**config.mk**
```make
export PLATFORM = sky130hd
export DESIGN_NAME = brer_top
export DESIGN_NICKNAME = d
export VERILOG_FILES = /design/src/verilog/brer_pkg.sv /design/src/verilog/brer_retry_cnt.sv /design/src/verilog/brer_top.sv
export SDC_FILE = /design/constraint.sdc
export NUM_CORES = 1
export LEC_CHECK = 0
export BUFFER_PORTS_ARGS = -buffer_cell sky130_fd_sc_hd__buf_2
export CORE_MARGIN = 4
export CORE_UTILIZATION = 55
export DETAILED_ROUTE_END_ITERATION = 8
export PLACE_DENSITY = 0.83
export SYNTH_ARGS = -nofsm -noshare
export SYNTH_HDL_FRONTEND = slang
export SYNTH_SLANG_ARGS = --single-unit
export TNS_END_PERCENT = 1
```
**constraint.sdc**
```tcl
create_clock -name pclk -period 6.7 [get_ports pclk]
set_input_delay 0.67 -clock pclk [delete_from_list [all_inputs] [get_ports pclk]]
set_output_delay 0.67 -clock pclk [all_outputs]
set_load 0.1 [all_outputs]
```
**src/verilog/brer_pkg.sv**
```systemverilog
// Constants shared by the bridge error-reporting block
//
// Contract
// - Drive secondary parity line only as write target or read initiator, enabled.
// - Assert secondary parity line on secondary parity error or upstream delayed-write report.
// - Posted-write parity system error only after a report on the target bus.
// - No system error when the bridge itself detected it as posted-write target.
// - Posted-write parity system error needs both parity response enables set.
// - No system error output unless the global system error enable is set.
// - Every system error assertion also sets the signaled-system-error flag.
// - Forward secondary system error input when forwarding enable is set.
// - Secondary system error input sets the received-system-error flag.
// - Target abort on delivered posted write may raise a system error.
// - Master abort on delivered posted write may raise a system error.
// - Posted write retry limit reached discards data, may raise system error.
// - Delayed write retry limit reached discards data, may raise system error.
// - Delayed read retry limit reached may raise a system error.
// - Delayed transaction master timeout may raise error, own bridge control enable.
// - Master timeout has no per-event disable bit.
// - A status register records which event caused the system error.
// - Per-event disable register bits suppress individual causes.
// - Primary and secondary locks are tracked independently except pass-through.
// - Locks on both buses may be held at once without affecting each other.
package brer_pkg;
   localparam logic [11:0] CTRL_OFF      = 12'h000;
   localparam logic [11:0] DISABLE_OFF   = 12'h004;
   localparam logic [11:0] CAUSE_OFF     = 12'h008;
   localparam logic [11:0] STATUS_OFF    = 12'h00c;
   localparam logic [11:0] RETRY_OFF     = 12'h010;
   localparam logic [11:0] LOCK_OFF      = 12'h014;
   // Control register fields
   localparam int CTL_SERR_EN   = 0;
   localparam int CTL_PPER_EN   = 1;
   localparam int CTL_SPER_EN   = 2;
   localparam int CTL_FWD_EN    = 3;
   localparam int CTL_MTO_EN    = 4;
   // Cause / disable bit positions (master timeout is cause only)
   localparam int EV_PAR   = 0;
   localparam int EV_TABT  = 1;
   localparam int EV_MABT  = 2;
   localparam int EV_PWRT  = 3;
   localparam int EV_DWRT  = 4;
   localparam int EV_DRRT  = 5;
   localparam int EV_MTO   = 6;
   localparam int EV_FWD   = 7;
   localparam int NUM_EV   = 8;
   // Status register fields
   localparam int ST_SIG    = 0;
   localparam int ST_RCV    = 1;
   localparam logic [31:0] CTRL_RST    = 32'h0000_0000;
   localparam logic [31:0] DISABLE_RST = 32'h0000_0000;
   localparam int RETRY_LIMIT_LOG2 = 24;
   localparam logic [31:0] RETRY_RST   = 32'h0100_0000;
endpackage : brer_pkg

```
**src/verilog/brer_retry_cnt.sv**
```systemverilog
// Per-queue target retry counter that flags when the limit is reached
`timescale 1ns/1ps
module brer_retry_cnt
   import brer_pkg::*;
#(
   parameter int WIDTH = 25
) (
   // Clock and reset
   input  wire logic             pclk,
   input  wire logic             presetn,
   // Events
   input  wire logic             retry,
   input  wire logic             done,
   input  wire logic [WIDTH-1:0] limit,
   // Result
   output logic                  expired
);
   if (WIDTH < 2) begin : g_bad_width
      $error("brer_retry_cnt WIDTH too small");
   end

   logic [WIDTH-1:0] cnt_ff;
   wire  [WIDTH-1:0] nxt_cnt = cnt_ff + {{(WIDTH-1){1'b0}}, 1'b1};
   wire              hit     = retry && (nxt_cnt >= limit);

   // One-cycle pulse; the transfer is dropped, so the count restarts
   always_ff @(posedge pclk or negedge presetn) begin
      if (!presetn) begin
         cnt_ff  <= '0;
         expired <= 1'b0;
      end else begin
         expired <= hit;
         if (done || hit)
            cnt_ff <= '0;
         else if (retry)
            cnt_ff <= nxt_cnt;
      end
   end
endmodule : brer_retry_cnt

```
**src/verilog/brer_top.sv**
```systemverilog
// Bridge system-error and parity-error reporting with APB registers
//
// The APB register port and the placing of the registers were chosen for this implementation.
`timescale 1ns/1ps
module brer_top
   import brer_pkg::*;
#(
   parameter int RETRY_W = 25
) (
   // APB slave
   input  wire logic        pclk,
   input  wire logic        presetn,
   input  wire logic        psel,
   input  wire logic        penable,
   input  wire logic        pwrite,
   input  wire logic [11:0] paddr,
   input  wire logic [31:0] pwdata,
   output logic      [31:0] prdata,
   output logic             pready,
   output logic             pslverr,
   // Secondary parity context
   input  wire logic        sec_write_target,
   input  wire logic        sec_read_initiator,
   input  wire logic        sec_parity_detected,
   input  wire logic        up_dwr_completion,
   input  wire logic        primary_parity_error_line,
   input  wire logic        secondary_parity_error_line_in,
   // Posted-write parity reports
   input  wire logic        up_posted_active,
   input  wire logic        dn_posted_active,
   input  wire logic        posted_par_self_detected,
   // Delivery events
   input  wire logic        pw_target_abort,
   input  wire logic        pw_master_abort,
   input  wire logic        pw_retry,
   input  wire logic        pw_done,
   input  wire logic        dw_retry,
   input  wire logic        dw_done,
   input  wire logic        dr_retry,
   input  wire logic        dr_done,
   input  wire logic        dt_master_timeout,
   input  wire logic        secondary_system_error_in,
   // Lock observation
   input  wire logic        pri_lock_set,
   input  wire logic        pri_lock_clr,
   input  wire logic        sec_lock_set,
   input  wire logic        sec_lock_clr,
   input  wire logic        lock_pass_through,
   // Outputs
   output logic             primary_system_error_out,
   output logic             secondary_parity_error_line,
   output logic             secondary_parity_error_oe,
   output logic             pw_discard,
   output logic             dw_discard,
   output logic             pri_locked,
   output logic             sec_locked
);
   // Counter must reach the default limit and fit the 32-bit read word
   if (RETRY_W <= RETRY_LIMIT_LOG2 || RETRY_W > 31) begin : g_bad_retry_w
      $error("RETRY_W out of range");
   end

   logic [31:0]       ctrl_ff;
   logic [NUM_EV-1:0] dis_ff;
   logic [NUM_EV-1:0] cause_ff;
   logic [1:0]        stat_ff;
   logic [RETRY_W-1:0] limit_ff;
   logic              serr_ff;
   logic              sperr_ff;
   logic              sperr_oe_ff;
   logic              plock_ff;
   logic              slock_ff;
   logic [31:0]       prdata_ff;

   // APB decode
   wire acc      = psel && penable;
   wire wr       = acc && pwrite;
   wire hit_ctrl = paddr == CTRL_OFF;
   wire hit_dis  = paddr == DISABLE_OFF;
   wire hit_cse  = paddr == CAUSE_OFF;
   wire hit_st   = paddr == STATUS_OFF;
   wire hit_rt   = paddr == RETRY_OFF;
   wire hit_lk   = paddr == LOCK_OFF;
   wire mapped   = hit_ctrl | hit_dis | hit_cse | hit_st | hit_rt | hit_lk;
   assign pready  = 1'b1;
   assign pslverr = acc && !mapped;

   wire serr_en = ctrl_ff[CTL_SERR_EN];
   wire pper_en = ctrl_ff[CTL_PPER_EN];
   wire sper_en = ctrl_ff[CTL_SPER_EN];

   // Retry limit counters
   logic pw_exp;
   logic dw_exp;
   logic dr_exp;
   brer_retry_cnt #(.WIDTH(RETRY_W)) u_pw (
      .pclk(pclk), .presetn(presetn), .retry(pw_retry), .done(pw_done),
      .limit(limit_ff), .expired(pw_exp));
   brer_retry_cnt #(.WIDTH(RETRY_W)) u_dw (
      .pclk(pclk), .presetn(presetn), .retry(dw_retry), .done(dw_done),
      .limit(limit_ff), .expired(dw_exp));
   brer_retry_cnt #(.WIDTH(RETRY_W)) u_dr (
      .pclk(pclk), .presetn(presetn), .retry(dr_retry), .done(dr_done),
      .limit(limit_ff), .expired(dr_exp));

   // Parity report seen on the target bus of a posted write
   wire pri_perr_seen = !primary_parity_error_line;
   wire sec_perr_seen = !secondary_parity_error_line_in;
   wire par_ev = ((up_posted_active && pri_perr_seen)
                 || (dn_posted_active && sec_perr_seen))
                 && !posted_par_self_detected
                 && pper_en && sper_en;

   // Raw events; master timeout uses its own enable only
   wire [NUM_EV-1:0] ev_raw;
   assign ev_raw[EV_PAR]  = par_ev;
   assign ev_raw[EV_TABT] = pw_target_abort;
   assign ev_raw[EV_MABT] = pw_master_abort;
   assign ev_raw[EV_PWRT] = pw_exp;
   assign ev_raw[EV_DWRT] = dw_exp;
   assign ev_raw[EV_DRRT] = dr_exp;
   assign ev_raw[EV_MTO]  = dt_master_timeout
                            && ctrl_ff[CTL_MTO_EN];
   assign ev_raw[EV_FWD]  = !secondary_system_error_in
                            && ctrl_ff[CTL_FWD_EN];

   // Disable bit for master timeout is forced off
   wire [NUM_EV-1:0] dis_eff = dis_ff
                             & ~(NUM_EV'(1) << EV_MTO);
   wire [NUM_EV-1:0] ev_gated = ev_raw & ~dis_eff;
   wire              fire     = serr_en && (|ev_gated);

   // Secondary parity line
   wire sper_cond = sper_en
                  && (sec_write_target || sec_read_initiator);
   wire sper_ev   = sec_parity_detected
                  || (up_dwr_completion && pri_perr_seen);
   assign pw_discard = pw_exp;
   assign dw_discard = dw_exp;

   // Register write data
   wire cause_clr_wr = wr && hit_cse;
   wire stat_clr_wr  = wr && hit_st;

   always_ff @(posedge pclk or negedge presetn) begin
      if (!presetn) begin
         ctrl_ff  <= CTRL_RST;
         dis_ff   <= DISABLE_RST[NUM_EV-1:0];
         limit_ff <= RETRY_RST[RETRY_W-1:0];
      end else if (wr) begin
         if (hit_ctrl)
            ctrl_ff <= pwdata;
         if (hit_dis)
            dis_ff <= pwdata[NUM_EV-1:0];
         if (hit_rt)
            limit_ff <= pwdata[RETRY_W-1:0];
      end
   end

   // Sticky cause and status; set wins over write-one-to-clear
   wire [NUM_EV-1:0] cause_clr = cause_clr_wr ? pwdata[NUM_EV-1:0] : '0;
   wire [1:0]        stat_clr  = stat_clr_wr ? pwdata[1:0] : 2'b00;
   wire [NUM_EV-1:0] nxt_cause = (cause_ff & ~cause_clr)
                               | (fire ? ev_gated : '0);
   wire [1:0]        stat_set;
   assign stat_set[ST_SIG] = fire;
   assign stat_set[ST_RCV] = !secondary_system_error_in;
   wire [1:0]        nxt_stat  = (stat_ff & ~stat_clr) | stat_set;

   always_ff @(posedge pclk or negedge presetn) begin
      if (!presetn) begin
         cause_ff <= '0;
         stat_ff  <= '0;
      end else begin
         cause_ff <= nxt_cause;
         stat_ff  <= nxt_stat;
      end
   end

   // Output lines, active low; parity-line enable active high
   always_ff @(posedge pclk or negedge presetn) begin
      if (!presetn) begin
         serr_ff     <= 1'b0;
         sperr_ff    <= 1'b0;
         sperr_oe_ff <= 1'b0;
      end else begin
         serr_ff     <= fire;
         sperr_ff    <= sper_cond && sper_ev;
         sperr_oe_ff <= sper_cond;
      end
   end
   assign primary_system_error_out    = !serr_ff;
   assign secondary_parity_error_line = !sperr_ff;
   assign secondary_parity_error_oe   = sperr_oe_ff;

   // Independent lock tracking; a pass-through lock holds both
   wire nxt_plock = pri_lock_set || (plock_ff && !pri_lock_clr);
   wire nxt_slock = sec_lock_set || (lock_pass_through && pri_lock_set)
                  || (slock_ff && !sec_lock_clr);
   always_ff @(posedge pclk or negedge presetn) begin
      if (!presetn) begin
         plock_ff <= 1'b0;
         slock_ff <= 1'b0;
      end else begin
         plock_ff <= nxt_plock;
         slock_ff <= nxt_slock;
      end
   end
   assign pri_locked = plock_ff;
   assign sec_locked = slock_ff;

   // Read mux
   wire [31:0] rd_mux =
        hit_ctrl ? ctrl_ff
      : hit_dis  ? {{(32-NUM_EV){1'b0}}, dis_ff}
      : hit_cse  ? {{(32-NUM_EV){1'b0}}, cause_ff}
      : hit_st   ? {30'h0, stat_ff}
      : hit_rt   ? {{(32-RETRY_W){1'b0}}, limit_ff}
      : hit_lk   ? {30'h0, slock_ff, plock_ff}
      : 32'h0;
   // Captured in the setup cycle so the access phase sees a stable word
   always_ff @(posedge pclk or negedge presetn) begin
      if (!presetn)
         prdata_ff <= 32'h0;
      else if (psel && !penable)
         prdata_ff <= rd_mux;
   end
   assign prdata = prdata_ff;
endmodule : brer_top

```
==> impl_metrics.yaml <==
power_and_ir_drop:
  clkPwrFrac_pct: 41.8
  peakVddDrop_mv: 0.192
  power_frac_comb_pct: 10.2
  power_density_mw_per_mm2: 193
  swShare_pct: 29.6
  sequentialPowerShare_pct: 48.1
  power_switching_w: 0.000723
  p_leak_nw: 6.09
  p_int_w: 0.00172
floorplan:
  ioPinCount: 114
  rows: 52
  fp.dieArea_mm2: 0.0230
  initial_core_util_pct: 55.9
  core_area_mm2: 0.0203
  die_y_um: 152
  chipWidth_um: 152
routing:
  ant_nets: 0
  drt-total-wl_um: 29400
  drt_iter0_markers: 930
  drtPass1Iterations: 6
  via_per_inst: 6.15
  dr_total_vias: 9490
  post_drt_wl_per_cell_um: 19.0
  drcViolationCount: 0
place:
  io_buffers: 112
  pre_cts_ws_ns: 2.64
  dp_hpwl_um: 20300
  gp_congestion: 0.914
  placed_cells: 1512
clocking:
  numClockSinks: 190
  cts.htree.levels: 4
  clk_latency_ns: 0.45
  cts_buffers: 17
  path_clk_slew_ns: 0.08
  tritoncts: "done"
  cts_hold_buf: 0
  post_cts_buffers: 0
  cts_resized: 0
  cts_root_buffer: "clkbuf_16"
  clockBufferDepth: 2
finish:
  instances_no_fill: 1544
  layout_commonest_cell: "dfrtp_1"
  utilization_pct: 62.3
  filler_cell_count: 1637
  syn2layout_area_growth_pct: 11.3
  antennaDiodeCount: 0
  final_cell_mix: "dfrtp_1, nand2_1, buf_2"
  nets: 1412
  drive_above_1_share_pct: 15.8
  multi_input_area_mm2: 0.00614
  seqCellArea_mm2: 0.00476
timing:
  fmax_ghz: 0.244
  timing.final.ws_setup_ns: 2.60
  hold_viol: 0
  fin_crit_ns: 4.10
  worst_pin_slew_ns: 1.16
  period_share_pct: 61.3
  slew_headroom_pct: 22.2
  setup_viol: 0
  fin_hold_ws_ns: 0.346
  clock-skew-final_ns: 0.0129
  slew_violations: 0
  finalSetupTns_ns: 0
  rsz0062_at_grt: "false"
synth:
  synth_fp_nets: 1337
  synth_cells: 1186
  synth_top_area_share_pct: 41.6
  ys_seq_area_share_pct: 41.9
  synth_async_sr_flop_share_pct: 100
  yosysUniqueCellTypes: 69
  avgSynthCellArea_um2: 9.57
  ys.flop_type: "dfrtp_1"
  ys_warn_count: 0
  synth_edf_count: 0
  netlist_area_mm2: 0.0114
  yosys.area.top_type: "dfrtp_1"
  synth_seq_cells: 190
  yosys-top-cells-area: "dfrtp_1, ha_1, nand2_1"
worst_setup_path:
  end_kind: "register"
  crit_type: "reg2reg"
  crit_path_max_fanout: 14
  cp_data_arrival_time_ns: 4.45
  r2r_slack_ns: 2.60
  worst_setup_path_start_kind: "register"
  required_ns: 7.05
global_route:
  gr-usage-all-layers_pct: 25.9
  grt_antenna_before_repair: 0
  grt_first_pass_wirelength_um: 46800
  grt_start_max_net_pins: 113
  grt_pass1_vias: 9186
  overflow: 0
worst_hold_path:
  hold_class: "in2async"
run:
  maxCapViolations: 0
run_status:
  status: "completed"
## cell families (layout without fill, tap and decap cells)
| family | count (synthesis) | in the layout | synth area share [%] |
|---|---|---|---|
| other cells | 1 | 1 | 0.0330 |
| mux | 35 | 35 | 4.45 |
| simple gates | 435 | 435 | 20.4 |
| fa+ha+maj | 78 | 78 | 8.59 |
| compound gates | 268 | 268 | 15.2 |
| buf+inv | 111 | 199 | 4.13 |
| xor+xnor | 68 | 68 | 5.24 |
| flops | 190 | 190 | 41.9 |
## cell type report
type	count	share of cell area [%]
multi-input cells	885	48.6
flip-flops and latches	190	37.6
repair buffers	120	4.98
clock buffers	18	3.40
well taps	270	2.67
inverters	47	1.40
clock inverters	14	1.34
## final timing paths
kind	from	end	cells past startpoint
worst max-delay path	u_dw.cnt_ff[0]$_DFFE_PN0P_	u_dw.cnt_ff[20]$_DFFE_PN0P_	13
worst min-delay path	presetn	u_dw.cnt_ff[8]$_DFFE_PN0P_	1
worst max register to register	u_dw.cnt_ff[0]$_DFFE_PN0P_	u_dw.cnt_ff[20]$_DFFE_PN0P_	13
worst min register to register	prdata[1]$_DFFE_PN0P_	prdata[1]$_DFFE_PN0P_	2
max in group asynchronous	presetn	cause_ff[7]$_DFF_PN0_	2
min in group pclk	secondary_system_error_in	stat_ff[1]$_DFF_PN0_	2
## synth_stat cells, drive strengths merged, types with 4 or more instances
library cell	number
o21a	4
a21o	7
nor4	8
dfrtp	189
nand2b	52
nand3	68
xnor2	50
inv	47
nor3	12
buf	22
nand4	24
and4b	4
nand4b	6
a32o	12
a21oi	76
o31ai	7
a221oi	26
and3	24
ha	78
clkbuf	42
nand2	124
xor2	18
a31oi	7
o21ai	83
nand3b	6
a211oi	6
nor2b	17
mux2	34
and4	8
nor2	65
a22o	17
nor3b	7
## metal layers
layer	GRT usage, %	vias to the layer above	routed length [um]	share of wire [%]
met4	10.3	0	954	3.2
met5	0	-	0	0
met1	35.3	4645	12800	44
li1	-	4409	-	-
met3	4.76	70	1950	6.6
met2	41.0	366	13600	46
## flip-flops by register name, indices dropped and copies added (netlist names)
register                   flops
u_dw.cnt_ff                   25
cause_ff                       8
u_dw.expired                   1
dis_ff                         8
ctrl_ff                       32
limit_ff                      25
u_pw.expired                   1
stat_ff                        2
serr_ff                        1
pri_locked                     1
u_pw.cnt_ff                   25
prdata                        32
u_dr.cnt_ff                   25
u_dr.expired                   1
secondary_parity_error_oe      1
sec_locked                     1
sperr_ff                       1
## worst max-delay path, cell delays in order, from the launching register on
cell      delay [ns]
dfrtp_1         0.42
ha_1            0.31
nand3_1         0.24
nor3_2          0.48
nand3_1         0.22
xnor2_1         0.17
ha_1            0.32
a211oi_1        0.20
o21ai_1         0.10
a221oi_1        0.27
o21ai_1         0.30
nor3_4          0.50
nand2_1         0.22
o31ai_1         0.26
## power groups by stage
stage | Clock [W] | Sequential, W | Combinational (W)
finish | 0.00102 | 0.00117 | 0.000248
global route | 0.00108 | 0.00118 | 0.000264
CTS | 0.00103 | 0.00117 | 0.000248
detailed placement | 0 | 0.00120 | 0.000247
global placement | 0 | 0.00120 | 0.000243
floorplan | 0 | 0.00129 | 0.0000702
## per-stage QoR
step / area, um2 / power (W)
after global routing: 12600 / 0.00252
final: 12600 / 0.00244
after floorplan: 11400 / 0.00136
after CTS: 12600 / 0.00245
after global placement: 12000 / 0.00144
after detailed placement: 12000 / 0.00144
(Power assumes the default switching activity.)
